$ cat config.mk
export PLATFORM = sky130hd
export DESIGN_NAME = mu_status_unit
export DESIGN_NICKNAME = d
export VERILOG_FILES = /design/src/mu_pkg.sv /design/src/mu_status_unit.sv /design/src/mu_arg_check.sv
export SDC_FILE = /design/constraint.sdc
export NUM_CORES = 1
export LEC_CHECK = 0
export BUFFER_PORTS_ARGS = -buffer_cell sky130_fd_sc_hd__buf_2
export CAP_MARGIN = 20
export CORE_MARGIN = 1.5
export CORE_UTILIZATION = 37
export DETAILED_ROUTE_END_ITERATION = 16
export PLACE_DENSITY_LB_ADDON = 0.1
export SLEW_MARGIN = 20
export SYNTH_ARGS = -nofsm -noshare
export SYNTH_HDL_FRONTEND = slang
export SYNTH_SLANG_ARGS = --single-unit
$ cat constraint.sdc
create_clock -name clk -period 8 [get_ports clk]
set_input_delay 0.8 -clock clk [delete_from_list [all_inputs] [get_ports clk]]
set_output_delay 0.8 -clock clk [all_outputs]
set_load 0.02 [all_outputs]
$ cat src/mu_pkg.sv
// Shared constants, opcodes and carriers of the math unit status logic.
package mu_pkg;
    // I/O port offsets from the switch-selected I/O base.
    localparam logic [2:0] IO_OPCODE = 3'h0;
    localparam logic [2:0] IO_STATUS = 3'h1;
    localparam logic [2:0] IO_MEM_LOW = 3'h1;
    localparam logic [2:0] IO_MEM_HIGH = 3'h2;
    localparam logic [2:0] IO_FLAG = 3'h7;
    // Flag byte and status byte bit positions.
    localparam int FLAG_BUSY = 0;
    localparam int FLAG_OK = 1;
    localparam int FLAG_ERR = 2;
    localparam int ST_EQ = 7;
    localparam int ST_GT = 6;
    localparam int ST_LT = 5;
    // Error codes in the low three status bits.
    localparam logic [2:0] ERR_NONE = 3'h0;
    localparam logic [2:0] ERR_DIVZ = 3'h1;
    localparam logic [2:0] ERR_DOMAIN = 3'h2;
    localparam logic [2:0] ERR_OVF = 3'h3;
    localparam logic [2:0] ERR_UNF = 3'h4;
    localparam logic [2:0] ERR_ARG1 = 3'h5;
    localparam logic [2:0] ERR_ARG2 = 3'h6;
    // Operation codes.
    localparam logic [3:0] fixed_multiply_op = 4'h0;
    localparam logic [3:0] fixed_divide_op = 4'h1;
    localparam logic [3:0] float_multiply_op = 4'h2;
    localparam logic [3:0] float_divide_op = 4'h3;
    localparam logic [3:0] float_add_op = 4'h4;
    localparam logic [3:0] float_subtract_op = 4'h5;
    localparam logic [3:0] float_square_op = 4'h6;
    localparam logic [3:0] float_square_root_op = 4'h7;
    localparam logic [3:0] fixed_to_float_op = 4'h8;
    localparam logic [3:0] float_to_fixed_op = 4'h9;
    localparam logic [3:0] float_compare_op = 4'ha;
    localparam logic [3:0] float_zero_test_op = 4'hb;
    localparam logic [3:0] extended_fixed_divide_op = 4'he;
    localparam logic [3:0] exchange_op = 4'hf;
    // Exponent limits and the wraparound offset.
    localparam logic [9:0] EXP_WRAP = 10'h0be;
    localparam logic signed [9:0] EXP_MAX = 10'sh0fe;
    localparam logic signed [9:0] EXP_MIN = 10'sh001;
    localparam logic [7:0] EXP_RSVD = 8'hff;
    localparam logic [3:0] WIN_ZERO = 4'h0;
    localparam int WIN_DEPTH = 16;

    typedef struct packed {
        logic wr;
        logic rd;
        logic [2:0] addr;
        logic [7:0] data;
    } mu_io_s;

    typedef struct packed {
        logic wr;
        logic rd;
        logic [15:0] addr;
        logic [7:0] data;
    } mu_mem_s;

    // Answer of the arithmetic engine; exp is the biased exponent before
    // any range check, as a signed number.
    typedef struct packed {
        logic done;
        logic zero;
        logic fix_ovf;
        logic [9:0] exp;
        logic [31:0] value;
    } mu_eng_s;

    typedef struct packed {
        logic [2:0] err;
        logic eq;
        logic gt;
        logic lt;
        logic use_eng;
        logic exch;
    } mu_chk_s;

    // Only all-zero encodes zero; zero exponent with any other bit set, or
    // the reserved all-ones exponent, is not a legal float.
    function automatic logic float_invalid(input logic [31:0] v);
        float_invalid = (v[30:23] == 8'h00 && v != 32'h0000_0000) ||
                        (v[30:23] == EXP_RSVD);
    endfunction
endpackage

$ cat src/mu_status_unit.sv
// Host port, argument window and completion reporting of the math unit.
// Operation
// - Flag byte read at I/O base plus seven, always current.
// - Status byte read at I/O base plus one after completion.
// - Status bits 7,6,5 hold equal, greater, less; bits 4,3 read zero.
// - Status low three bits hold the error code.
// - Zero divisor on fixed, extended or float divide reports code 001.
// - Negative argument to square root reports code 010.
// - Float exponent overflow or conversion overflow reports code 011.
// - Float-to-fixed overflow leaves the float argument unchanged.
// - Exponent overflow subtracts 0BE hex, keeps low eight bits.
// - Exponent underflow reports 100, adds 0BE hex, keeps low eight bits.
// - Invalid first argument reports 101; second not checked.
// - Invalid first argument stays unmodified in the window.
// - Invalid second argument reports 110, checked after the first.
// - Memory base holds until reprogrammed; no reload per operation.
// - Opcode write to the I/O base starts that operation.
// - Two distinct completion events: clean and with error.
// - Both completion outputs may share or split interrupt lines.
module mu_status_unit (
    input wire logic clk,
    input wire logic rst,
    input wire mu_pkg::mu_io_s io,
    output logic [7:0] io_rdata,
    input wire mu_pkg::mu_mem_s mem,
    output logic [7:0] mem_rdata,
    output logic mem_ack,
    input wire mu_pkg::mu_eng_s eng,
    output logic eng_start,
    output logic [3:0] eng_op,
    output logic [31:0] eng_a,
    output logic [31:0] eng_b,
    output logic done_ok,
    output logic done_err
);
    typedef enum logic [1:0] {
        MU_IDLE = 2'b00,
        MU_CHECK = 2'b01,
        MU_RUN = 2'b10
    } mu_state_e;

    mu_state_e state_q;
    mu_state_e state_d;
    logic [7:0] win_q [mu_pkg::WIN_DEPTH];
    logic [7:0] base_lo_q;
    logic [15:0] base_q;
    logic base_ok_q;
    logic [3:0] op_q;
    logic busy_q;
    logic flag_ok_q;
    logic flag_err_q;
    logic [7:0] status_q;
    logic [7:0] status_d;
    logic finish;
    logic [2:0] fin_err;
    mu_pkg::mu_chk_s chk;
    logic [31:0] arg1_w;
    logic [31:0] arg2_w;
    logic io_free;
    logic op_wr;
    logic mem_hit;
    logic wrap_op;
    logic eng_ovf;
    logic eng_unf;
    logic [9:0] exp_adj;
    logic [31:0] wb_val;
    logic wb_en;
    logic [2:0] eng_err;
    logic [7:0] flag_byte;
    logic [7:0] rd_byte;
    logic [7:0] wb_exp;

    // Little-endian argument words from the window.
    assign arg1_w = {win_q[3], win_q[2], win_q[1], win_q[0]};
    assign arg2_w = {win_q[7], win_q[6], win_q[5], win_q[4]};
    assign wb_exp = {win_q[3][6:0], win_q[2][7]};

    mu_arg_check u_check (
        .op(op_q),
        .arg_a(arg1_w),
        .arg_b(arg2_w),
        .chk(chk)
    );

    // Host request decode; while busy only flag reads are honoured.
    assign io_free = !busy_q;
    assign op_wr = io.wr && io_free && io.addr == mu_pkg::IO_OPCODE;
    assign mem_hit = base_ok_q && io_free &&
        mem.addr[15:4] == base_q[15:4];

    // Float add, subtract, multiply, divide and square results get exponent wraparound; square root and conversions do not.
    assign wrap_op = op_q == mu_pkg::float_add_op ||
        op_q == mu_pkg::float_subtract_op ||
        op_q == mu_pkg::float_multiply_op ||
        op_q == mu_pkg::float_divide_op ||
        op_q == mu_pkg::float_square_op;
    assign eng_ovf = wrap_op && !eng.zero &&
        $signed(eng.exp) > mu_pkg::EXP_MAX;
    assign eng_unf = wrap_op && !eng.zero &&
        $signed(eng.exp) < mu_pkg::EXP_MIN;
    assign exp_adj = eng_ovf ? eng.exp - mu_pkg::EXP_WRAP :
        eng_unf ? eng.exp + mu_pkg::EXP_WRAP : eng.exp;
    assign wb_val = wrap_op ?
        {eng.value[31], exp_adj[7:0], eng.value[22:0]} : eng.value;

    // A conversion overflow keeps the float argument, so no writeback.
    assign eng_err = (op_q == mu_pkg::float_to_fixed_op && eng.fix_ovf) ?
        mu_pkg::ERR_OVF :
        eng_ovf ? mu_pkg::ERR_OVF : eng_unf ? mu_pkg::ERR_UNF :
        mu_pkg::ERR_NONE;
    assign wb_en = state_q == MU_RUN && eng.done &&
        !(op_q == mu_pkg::float_to_fixed_op && eng.fix_ovf);

    // Sequencer: screen arguments, then hand off to the engine if clean and not a compare, zero test or exchange.
    always_comb begin
        state_d = state_q;
        finish = 1'b0;
        fin_err = mu_pkg::ERR_NONE;
        unique case (state_q)
            MU_IDLE: begin
                if (op_wr) begin
                    state_d = MU_CHECK;
                end
            end
            MU_CHECK: begin
                if (chk.use_eng) begin
                    state_d = MU_RUN;
                end else begin
                    state_d = MU_IDLE;
                    finish = 1'b1;
                    fin_err = chk.err;
                end
            end
            MU_RUN: begin
                if (eng.done) begin
                    state_d = MU_IDLE;
                    finish = 1'b1;
                    fin_err = eng_err;
                end
            end
            default: begin
                state_d = MU_IDLE;
            end
        endcase
    end

    // Relation bits come only from the screening step; reserved bits zero.
    assign status_d = {chk.eq, chk.gt, chk.lt, 2'b00, fin_err};

    always_ff @(posedge clk) begin
        if (rst) begin
            state_q <= MU_IDLE;
        end else begin
            state_q <= state_d;
        end
    end

    // Busy, completion flags and status; flags clear at the next start.
    always_ff @(posedge clk) begin
        if (rst) begin
            busy_q <= 1'b0;
            flag_ok_q <= 1'b0;
            flag_err_q <= 1'b0;
            status_q <= 8'h00;
            op_q <= 4'h0;
        end else if (op_wr) begin
            busy_q <= 1'b1;
            flag_ok_q <= 1'b0;
            flag_err_q <= 1'b0;
            op_q <= io.data[3:0];
        end else if (finish) begin
            busy_q <= 1'b0;
            flag_ok_q <= fin_err == mu_pkg::ERR_NONE;
            flag_err_q <= fin_err != mu_pkg::ERR_NONE;
            status_q <= status_d;
        end
    end

    // One pulse per operation on exactly one of the two completion lines.
    always_ff @(posedge clk) begin
        if (rst) begin
            done_ok <= 1'b0;
            done_err <= 1'b0;
        end else begin
            done_ok <= finish && fin_err == mu_pkg::ERR_NONE;
            done_err <= finish && fin_err != mu_pkg::ERR_NONE;
        end
    end

    // Memory base, loaded low byte then high byte; the low nibble is
    // forced to zero so the sixteen-byte window stays aligned.
    always_ff @(posedge clk) begin
        if (rst) begin
            base_lo_q <= 8'h00;
            base_q <= 16'h0000;
            base_ok_q <= 1'b0;
        end else if (io.wr && io_free) begin
            if (io.addr == mu_pkg::IO_MEM_LOW) begin
                base_lo_q <= io.data;
            end else if (io.addr == mu_pkg::IO_MEM_HIGH) begin
                base_q <= {io.data, base_lo_q[7:4], mu_pkg::WIN_ZERO};
                base_ok_q <= 1'b1;
            end
        end
    end

    // I/O read data; status reads during busy are ignored and give zero.
    assign flag_byte = {5'h00, flag_err_q, flag_ok_q, busy_q};
    assign rd_byte = (io.addr == mu_pkg::IO_FLAG) ? flag_byte :
        (io.addr == mu_pkg::IO_STATUS && io_free) ? status_q :
        8'h00;

    always_ff @(posedge clk) begin
        if (rst) begin
            io_rdata <= 8'h00;
        end else begin
            io_rdata <= io.rd ? rd_byte : 8'h00;
        end
    end

    // Host window reads; no acknowledge while busy, so the host waits.
    always_ff @(posedge clk) begin
        if (rst) begin
            mem_ack <= 1'b0;
            mem_rdata <= 8'h00;
        end else begin
            mem_ack <= mem_hit && (mem.rd || mem.wr);
            mem_rdata <= (mem_hit && mem.rd) ? win_q[mem.addr[3:0]] : 8'h00;
        end
    end

    // Engine launch carries a snapshot of both arguments.
    always_ff @(posedge clk) begin
        if (rst) begin
            eng_start <= 1'b0;
            eng_op <= 4'h0;
            eng_a <= 32'h0;
            eng_b <= 32'h0;
        end else begin
            eng_start <= state_q == MU_CHECK && chk.use_eng;
            if (state_q == MU_CHECK) begin
                eng_op <= op_q;
                eng_a <= arg1_w;
                eng_b <= arg2_w;
            end
        end
    end

    // Argument window: host writes when idle, exchange, result writeback.
    // Screening error exits and conversion overflow never write, which is what keeps bad arguments readable.
    always_ff @(posedge clk) begin
        if (mem_hit && mem.wr) begin
            win_q[mem.addr[3:0]] <= mem.data;
        end else if (state_q == MU_CHECK && chk.exch) begin
            for (int i = 0; i < 4; i++) begin
                win_q[i] <= win_q[i + 4];
                win_q[i + 4] <= win_q[i];
            end
        end else if (wb_en) begin
            for (int i = 0; i < 4; i++) begin
                win_q[i] <= wb_val[8 * i +: 8];
            end
        end
    end

    // Flag reads return the live flag byte one cycle later.
    flag_read_a: assert property (@(posedge clk) disable iff (rst)
        io.rd && io.addr == mu_pkg::IO_FLAG |=>
        io_rdata == {5'h00, $past(flag_err_q), $past(flag_ok_q),
        $past(busy_q)})
        else $error("flag byte read mismatch");

    // Idle status reads return the stored status, reserved bits zero.
    status_read_a: assert property (@(posedge clk) disable iff (rst)
        io.rd && io.addr == mu_pkg::IO_STATUS && !busy_q |=>
        io_rdata == $past(status_q) && io_rdata[4:3] == 2'b00)
        else $error("status byte read mismatch");

    // At most one relation bit, and none alongside an error.
    relation_bits_a: assert property (@(posedge clk) disable iff (rst)
        $onehot0(status_q[7:5]) &&
        (status_q[2:0] == mu_pkg::ERR_NONE || status_q[7:5] == 3'b000))
        else $error("relation bits inconsistent");

    // A screening error ends the operation with that code and error pulse.
    screen_error_a: assert property (@(posedge clk) disable iff (rst)
        state_q == MU_CHECK && chk.err != mu_pkg::ERR_NONE |=>
        status_q[2:0] == $past(chk.err) && done_err && !busy_q && !eng_start)
        else $error("screening error not reported");

    // Overflow wraps the stored exponent down by 0BE hex.
    overflow_wrap_a: assert property (@(posedge clk) disable iff (rst)
        state_q == MU_RUN && eng.done && eng_ovf |=>
        wb_exp == 8'($past(eng.exp) - mu_pkg::EXP_WRAP) &&
        status_q[2:0] == mu_pkg::ERR_OVF)
        else $error("overflow wraparound wrong");

    // Underflow wraps the stored exponent up by 0BE hex.
    under_wrap_a: assert property (@(posedge clk) disable iff (rst)
        state_q == MU_RUN && eng.done && eng_unf |=>
        wb_exp == 8'($past(eng.exp) + mu_pkg::EXP_WRAP) &&
        status_q[2:0] == mu_pkg::ERR_UNF && done_err)
        else $error("underflow wraparound wrong");

    // Conversion overflow leaves the float argument in place.
    fix_keep_a: assert property (@(posedge clk) disable iff (rst)
        state_q == MU_RUN && eng.done && eng.fix_ovf &&
        op_q == mu_pkg::float_to_fixed_op |=> $stable(arg1_w) && done_err)
        else $error("float argument changed on overflow");

    // A bad first argument to a compare is not touched and hides the second.
    arg1_keep_a: assert property (@(posedge clk) disable iff (rst)
        state_q == MU_CHECK && mu_pkg::float_invalid(arg1_w) &&
        op_q == mu_pkg::float_compare_op |=>
        $stable(arg1_w) && status_q[2:0] == mu_pkg::ERR_ARG1)
        else $error("first argument error handling wrong");

    // Busy blocks base and opcode writes and window reads.
    busy_ignore_a: assert property (@(posedge clk) disable iff (rst)
        busy_q && (io.wr || mem.rd) |=>
        $stable(base_q) && $stable(op_q) && !mem_ack)
        else $error("request taken while busy");

    // Busy drops together with exactly one completion pulse.
    one_done_a: assert property (@(posedge clk) disable iff (rst)
        $fell(busy_q) |-> (done_ok ^ done_err) ##1 !done_ok && !done_err)
        else $error("completion pulse count wrong");

    // A clean engine finish raises only the clean completion line.
    clean_done_a: assert property (@(posedge clk) disable iff (rst)
        state_q == MU_RUN && eng.done && eng_err == mu_pkg::ERR_NONE |=>
        done_ok && !done_err && flag_ok_q && !busy_q)
        else $error("clean completion not signalled");

    // An opcode write while idle starts the operation.
    start_a: assert property (@(posedge clk) disable iff (rst)
        io.wr && io.addr == mu_pkg::IO_OPCODE && !busy_q |=>
        busy_q && op_q == $past(io.data[3:0]) && !done_ok && !done_err)
        else $error("operation did not start");
endmodule

$ cat src/mu_arg_check.sv
// Argument screening and compare relation of the math unit.
module mu_arg_check (
    input wire logic [3:0] op,
    input wire logic [31:0] arg_a,
    input wire logic [31:0] arg_b,
    output mu_pkg::mu_chk_s chk
);
    logic a_bad;
    logic b_bad;
    logic one_arg_float;
    logic two_arg_float;
    logic is_rel;
    logic fix_div;
    logic [31:0] rhs;
    logic same_pos_gt;
    logic same_neg_gt;
    logic rel_gt;
    logic rel_eq;
    logic [2:0] err;

    // Operand class decode.
    assign a_bad = mu_pkg::float_invalid(arg_a);
    assign b_bad = mu_pkg::float_invalid(arg_b);
    assign two_arg_float = op == mu_pkg::float_add_op ||
        op == mu_pkg::float_subtract_op ||
        op == mu_pkg::float_multiply_op ||
        op == mu_pkg::float_divide_op ||
        op == mu_pkg::float_compare_op;
    assign one_arg_float = two_arg_float ||
        op == mu_pkg::float_square_op ||
        op == mu_pkg::float_square_root_op ||
        op == mu_pkg::float_to_fixed_op ||
        op == mu_pkg::float_zero_test_op;
    assign is_rel = op == mu_pkg::float_compare_op ||
        op == mu_pkg::float_zero_test_op;
    assign fix_div = op == mu_pkg::fixed_divide_op ||
        op == mu_pkg::extended_fixed_divide_op;

    // First argument is screened before the second; a bad first one hides
    // the second altogether.
    assign err = (one_arg_float && a_bad) ? mu_pkg::ERR_ARG1 :
        (two_arg_float && b_bad) ? mu_pkg::ERR_ARG2 :
        (op == mu_pkg::float_divide_op && arg_b == 32'h0) ?
            mu_pkg::ERR_DIVZ :
        (fix_div && arg_b[15:0] == 16'h0) ? mu_pkg::ERR_DIVZ :
        (op == mu_pkg::float_square_root_op && arg_a[31]) ?
            mu_pkg::ERR_DOMAIN :
        mu_pkg::ERR_NONE;

    // Sign-magnitude compare; zero has one encoding so signs decide alone.
    assign rhs = (op == mu_pkg::float_zero_test_op) ? 32'h0 : arg_b;
    assign rel_eq = arg_a == rhs;
    assign same_pos_gt = !arg_a[31] && !rhs[31] && arg_a[30:0] > rhs[30:0];
    assign same_neg_gt = arg_a[31] && rhs[31] && arg_a[30:0] < rhs[30:0];
    assign rel_gt = (!arg_a[31] && rhs[31]) || same_pos_gt || same_neg_gt;

    // Relation bits only when a compare or test ran cleanly.
    assign chk.err = err;
    assign chk.eq = is_rel && err == mu_pkg::ERR_NONE && rel_eq;
    assign chk.gt = is_rel && err == mu_pkg::ERR_NONE && rel_gt;
    assign chk.lt = is_rel && err == mu_pkg::ERR_NONE &&
        !rel_eq && !rel_gt;
    assign chk.exch = op == mu_pkg::exchange_op;
    assign chk.use_eng = err == mu_pkg::ERR_NONE && !is_rel && !chk.exch;
endmodule

==> impl_metrics.tcl <==
set metrics [dict create \
    die_h_um 181 \
    finalSetupViolations 0 \
    maxSlewViolCount 0 \
    numPortBuffers 171 \
    grt_max_degree 63 \
    ys_seq_elements 246 \
    dr.pass1.iters 5 \
    drt_iter0_drc 730 \
    cp-start-kind "register" \
    numClockSinks 246 \
    path_cells "nor2b_1 -> nand2_1 -> nand2_1 -> ha_1 -> a211oi_1 -> o22ai_1 -> o221ai_1 -> o211ai_1 -> a2111oi_0 -> mux2i_1 -> o31ai_2" \
    crit_buf_inv 0 \
    tns_ps 0 \
    hold_class "reg2reg" \
    worst_setup_path_end_kind "register" \
    clock-root-buffer "clkbuf_16" \
    die_x_um 181 \
    finalCriticalPeriod_ps 4120 \
    initial_core_util_pct 37.9 \
    coreArea_um2 30800 \
    synthFlopType "edfxtp_1" \
    crit_fanout 32 \
    hold_violations 0 \
    dp_cells 1532 \
    cts_max_level 1 \
    max-cap-violations 0 \
    grt.total_usage_pct 21.3 \
    p_leak_nw 5.51 \
    synthToLayoutAreaGrowth_pct 18.7 \
    rows 64 \
    wl_um 35300 \
    worst_pin_slew_ps 1160 \
    finalNetCount 1291 \
    netlist_area_um2 11700 \
    cts_resized 0 \
    io-pin-count 174 \
    nFillCells 2933 \
    critPathSlowestCell "nand2_1" \
    synth_cells 1012 \
    placed_area_um2 12900 \
    crit_family "compound AO/OA/AOI/OAI gates" \
    synthArstFlopShare_pct 0 \
    gp_congestion 0.853 \
    synth_area_per_cell_um2 11.6 \
    grt_pass1_vias 8457 \
    grt_pass1_wl_um 53000 \
    drc 0 \
    drive_above_1_share_pct 23.5 \
    hpwlAfterDp_um 25600 \
    grt_overflow 0 \
    irDropWorstVdd_v 0.000138 \
    antenna_left 0 \
    fin_area_um2 13900 \
    crit_type "reg2reg" \
    cp_slowest_stage_delay_ps 690 \
    wire_per_inst_um 22.3 \
    synth.distinct_cells 64 \
    path_clk_slew_ps 60 \
    cts_buffers 28 \
    diodes 0 \
    relSlewSlack_pct 22.8 \
    vias 8732 \
    path_common_cell "nand2_1" \
    status "finished clean" \
    antenna_found_initial 0 \
    insertion_delay_ps 540 \
    fmax_mhz 243 \
    power_density_nw_per_um2 203 \
    cts_tree "built" \
    cts_hold_buf 0 \
    die_area_um2 32700 \
    yosys_warnings 0 \
    clk_path_buf_depth 3 \
    r2r_slack_ps 3880 \
    synth_edf_count 128 \
    fin_cells 1584 \
    yosysSeqAreaShare_pct 53.1 \
    fin_skew_ps 17.9 \
    rsz0062_at_grt "false" \
    viasPerCell 5.51 \
    postCtsSetupBuffers 0 \
    crit_arrival_ps 4540 \
    fin_crit_sh_pct 51.5 \
    crit_required_ps 8420 \
]
[worst min-delay path: stages, from the launching register on]
cell and delay [ps]:
dfxtp_1 290, inv_1 50, a21oi_1 50
[synth_stat cells, drive strengths merged (3+ instances only)]
library cell	n	area (um^2)
a211oi	14	105
a21o	34	255
a21oi	53	265
a22o	4	35.0
a22oi	4	30.0
and2	5	33.8
and3	10	62.6
buf	30	136
clkbuf	35	131
dfxtp	118	2360
edfxtp	128	3840
ha	39	488
inv	13	48.8
mux2i	91	911
mux4	40	905
nand2	84	315
nand2b	5	31.3
nand3	13	65.1
nand4	16	100
nor2	117	439
nor2b	22	138
nor3	9	45.0
nor4	18	119
o211ai	4	30.0
o21ai	35	175
o221ai	3	26.3
o31ai	4	48.8
o41ai	3	26.3
or3	6	37.5
or4	5	37.5
xnor2	17	149
[layer usage]
| layer | track usage (%) | up-vias | wire length, um |
|---|---|---|---|
| li1 | - | 4088 | - |
| met1 | 31.3 | 4252 | 16400 |
| met2 | 32.7 | 327 | 15500 |
| met3 | 2.80 | 65 | 2410 |
| met4 | 6.25 | 0 | 964 |
| met5 | 0 | - | 0 |
[per-stage QoR]
step / setup slack [ps] / util (%) / total power, mW / hold slack, ps
floorplan: 4830 / - / 1.48 / 425
global placement: 3640 / 42.0 / 1.55 / 444
detailed placement: 3770 / 42.0 / 1.55 / 441
CTS: 3840 / 45.0 / 2.84 / 448
global route: 3320 / 45.0 / 2.90 / 494
finish: 3880 / 45.0 / 2.81 / 445
[cell families after synthesis]
logic type | count (synthesis) | synth area share [%]
other | 1 | 0.0321
buffers and inverters | 78 | 2.71
AOI/OAI and AO/OA | 182 | 10.5
and+or+nand+nor | 317 | 12.6
DFF | 246 | 53.1
adders and majority gates | 39 | 4.17
muxes | 131 | 15.5
xor gates and xnor gates | 18 | 1.35
[state kept, by name, indices dropped and copies added, names as in the netlist]
name,flops
win_q,128
eng_a,32
eng_b,32
base_q,12
mem_rdata,8
io_rdata,6
status_q,6
base_lo_q,4
eng_op,4
op_q,4
state_q,2
base_ok_q,1
busy_q,1
done_err,1
done_ok,1
eng_start,1
flag_err_q,1
flag_ok_q,1
mem_ack,1
[power breakdown]
part           switching [mW]  internal [mW]  total (mW)
sequential            0.00783           1.34        1.34
combinational          0.0997         0.0767       0.176
clock                   0.507          0.785        1.29
[placed cells by master, fill, tap and decap left out, types with 6 or more instances in the layout]
cell and instances:
mux4_2 39, o21ai_0 32, and3_1 9, nor3_1 9
edfxtp_1 128, inv_1 13, a21o_1 34, nand2_1 84
dfxtp_1 118, a21oi_1 52, nor2b_1 22, or3_1 6
buf_2 170, mux2i_1 91, buf_4 18, nor2_1 117
a211oi_1 14, nand3_1 13, clkbuf_1 8, clkbuf_16 31
ha_1 38, nand4_1 16, nor4_1 17, xnor2_1 17
[layout make-up]
class | instances | area (um^2) | share of cell area [%]
clock inverters | 11 | 108 | 0.776
clock buffers | 41 | 833 | 6.01
well taps | 396 | 495 | 3.57
flip-flops and latches | 246 | 6210 | 44.7
repair buffers | 188 | 986 | 7.11
inverters | 13 | 48.8 | 0.352
multi-input cells | 689 | 5200 | 37.5
[worst paths after layout]
check,start,to,depth (start not counted)
worst max register to register,op_q[3],status_q[5],11
worst max-delay path,op_q[3],status_q[5],11
worst min register to register,base_ok_q,base_ok_q,2
worst min-delay path,base_ok_q,base_ok_q,2
Note: power is estimated with default switching activity, not from simulation.
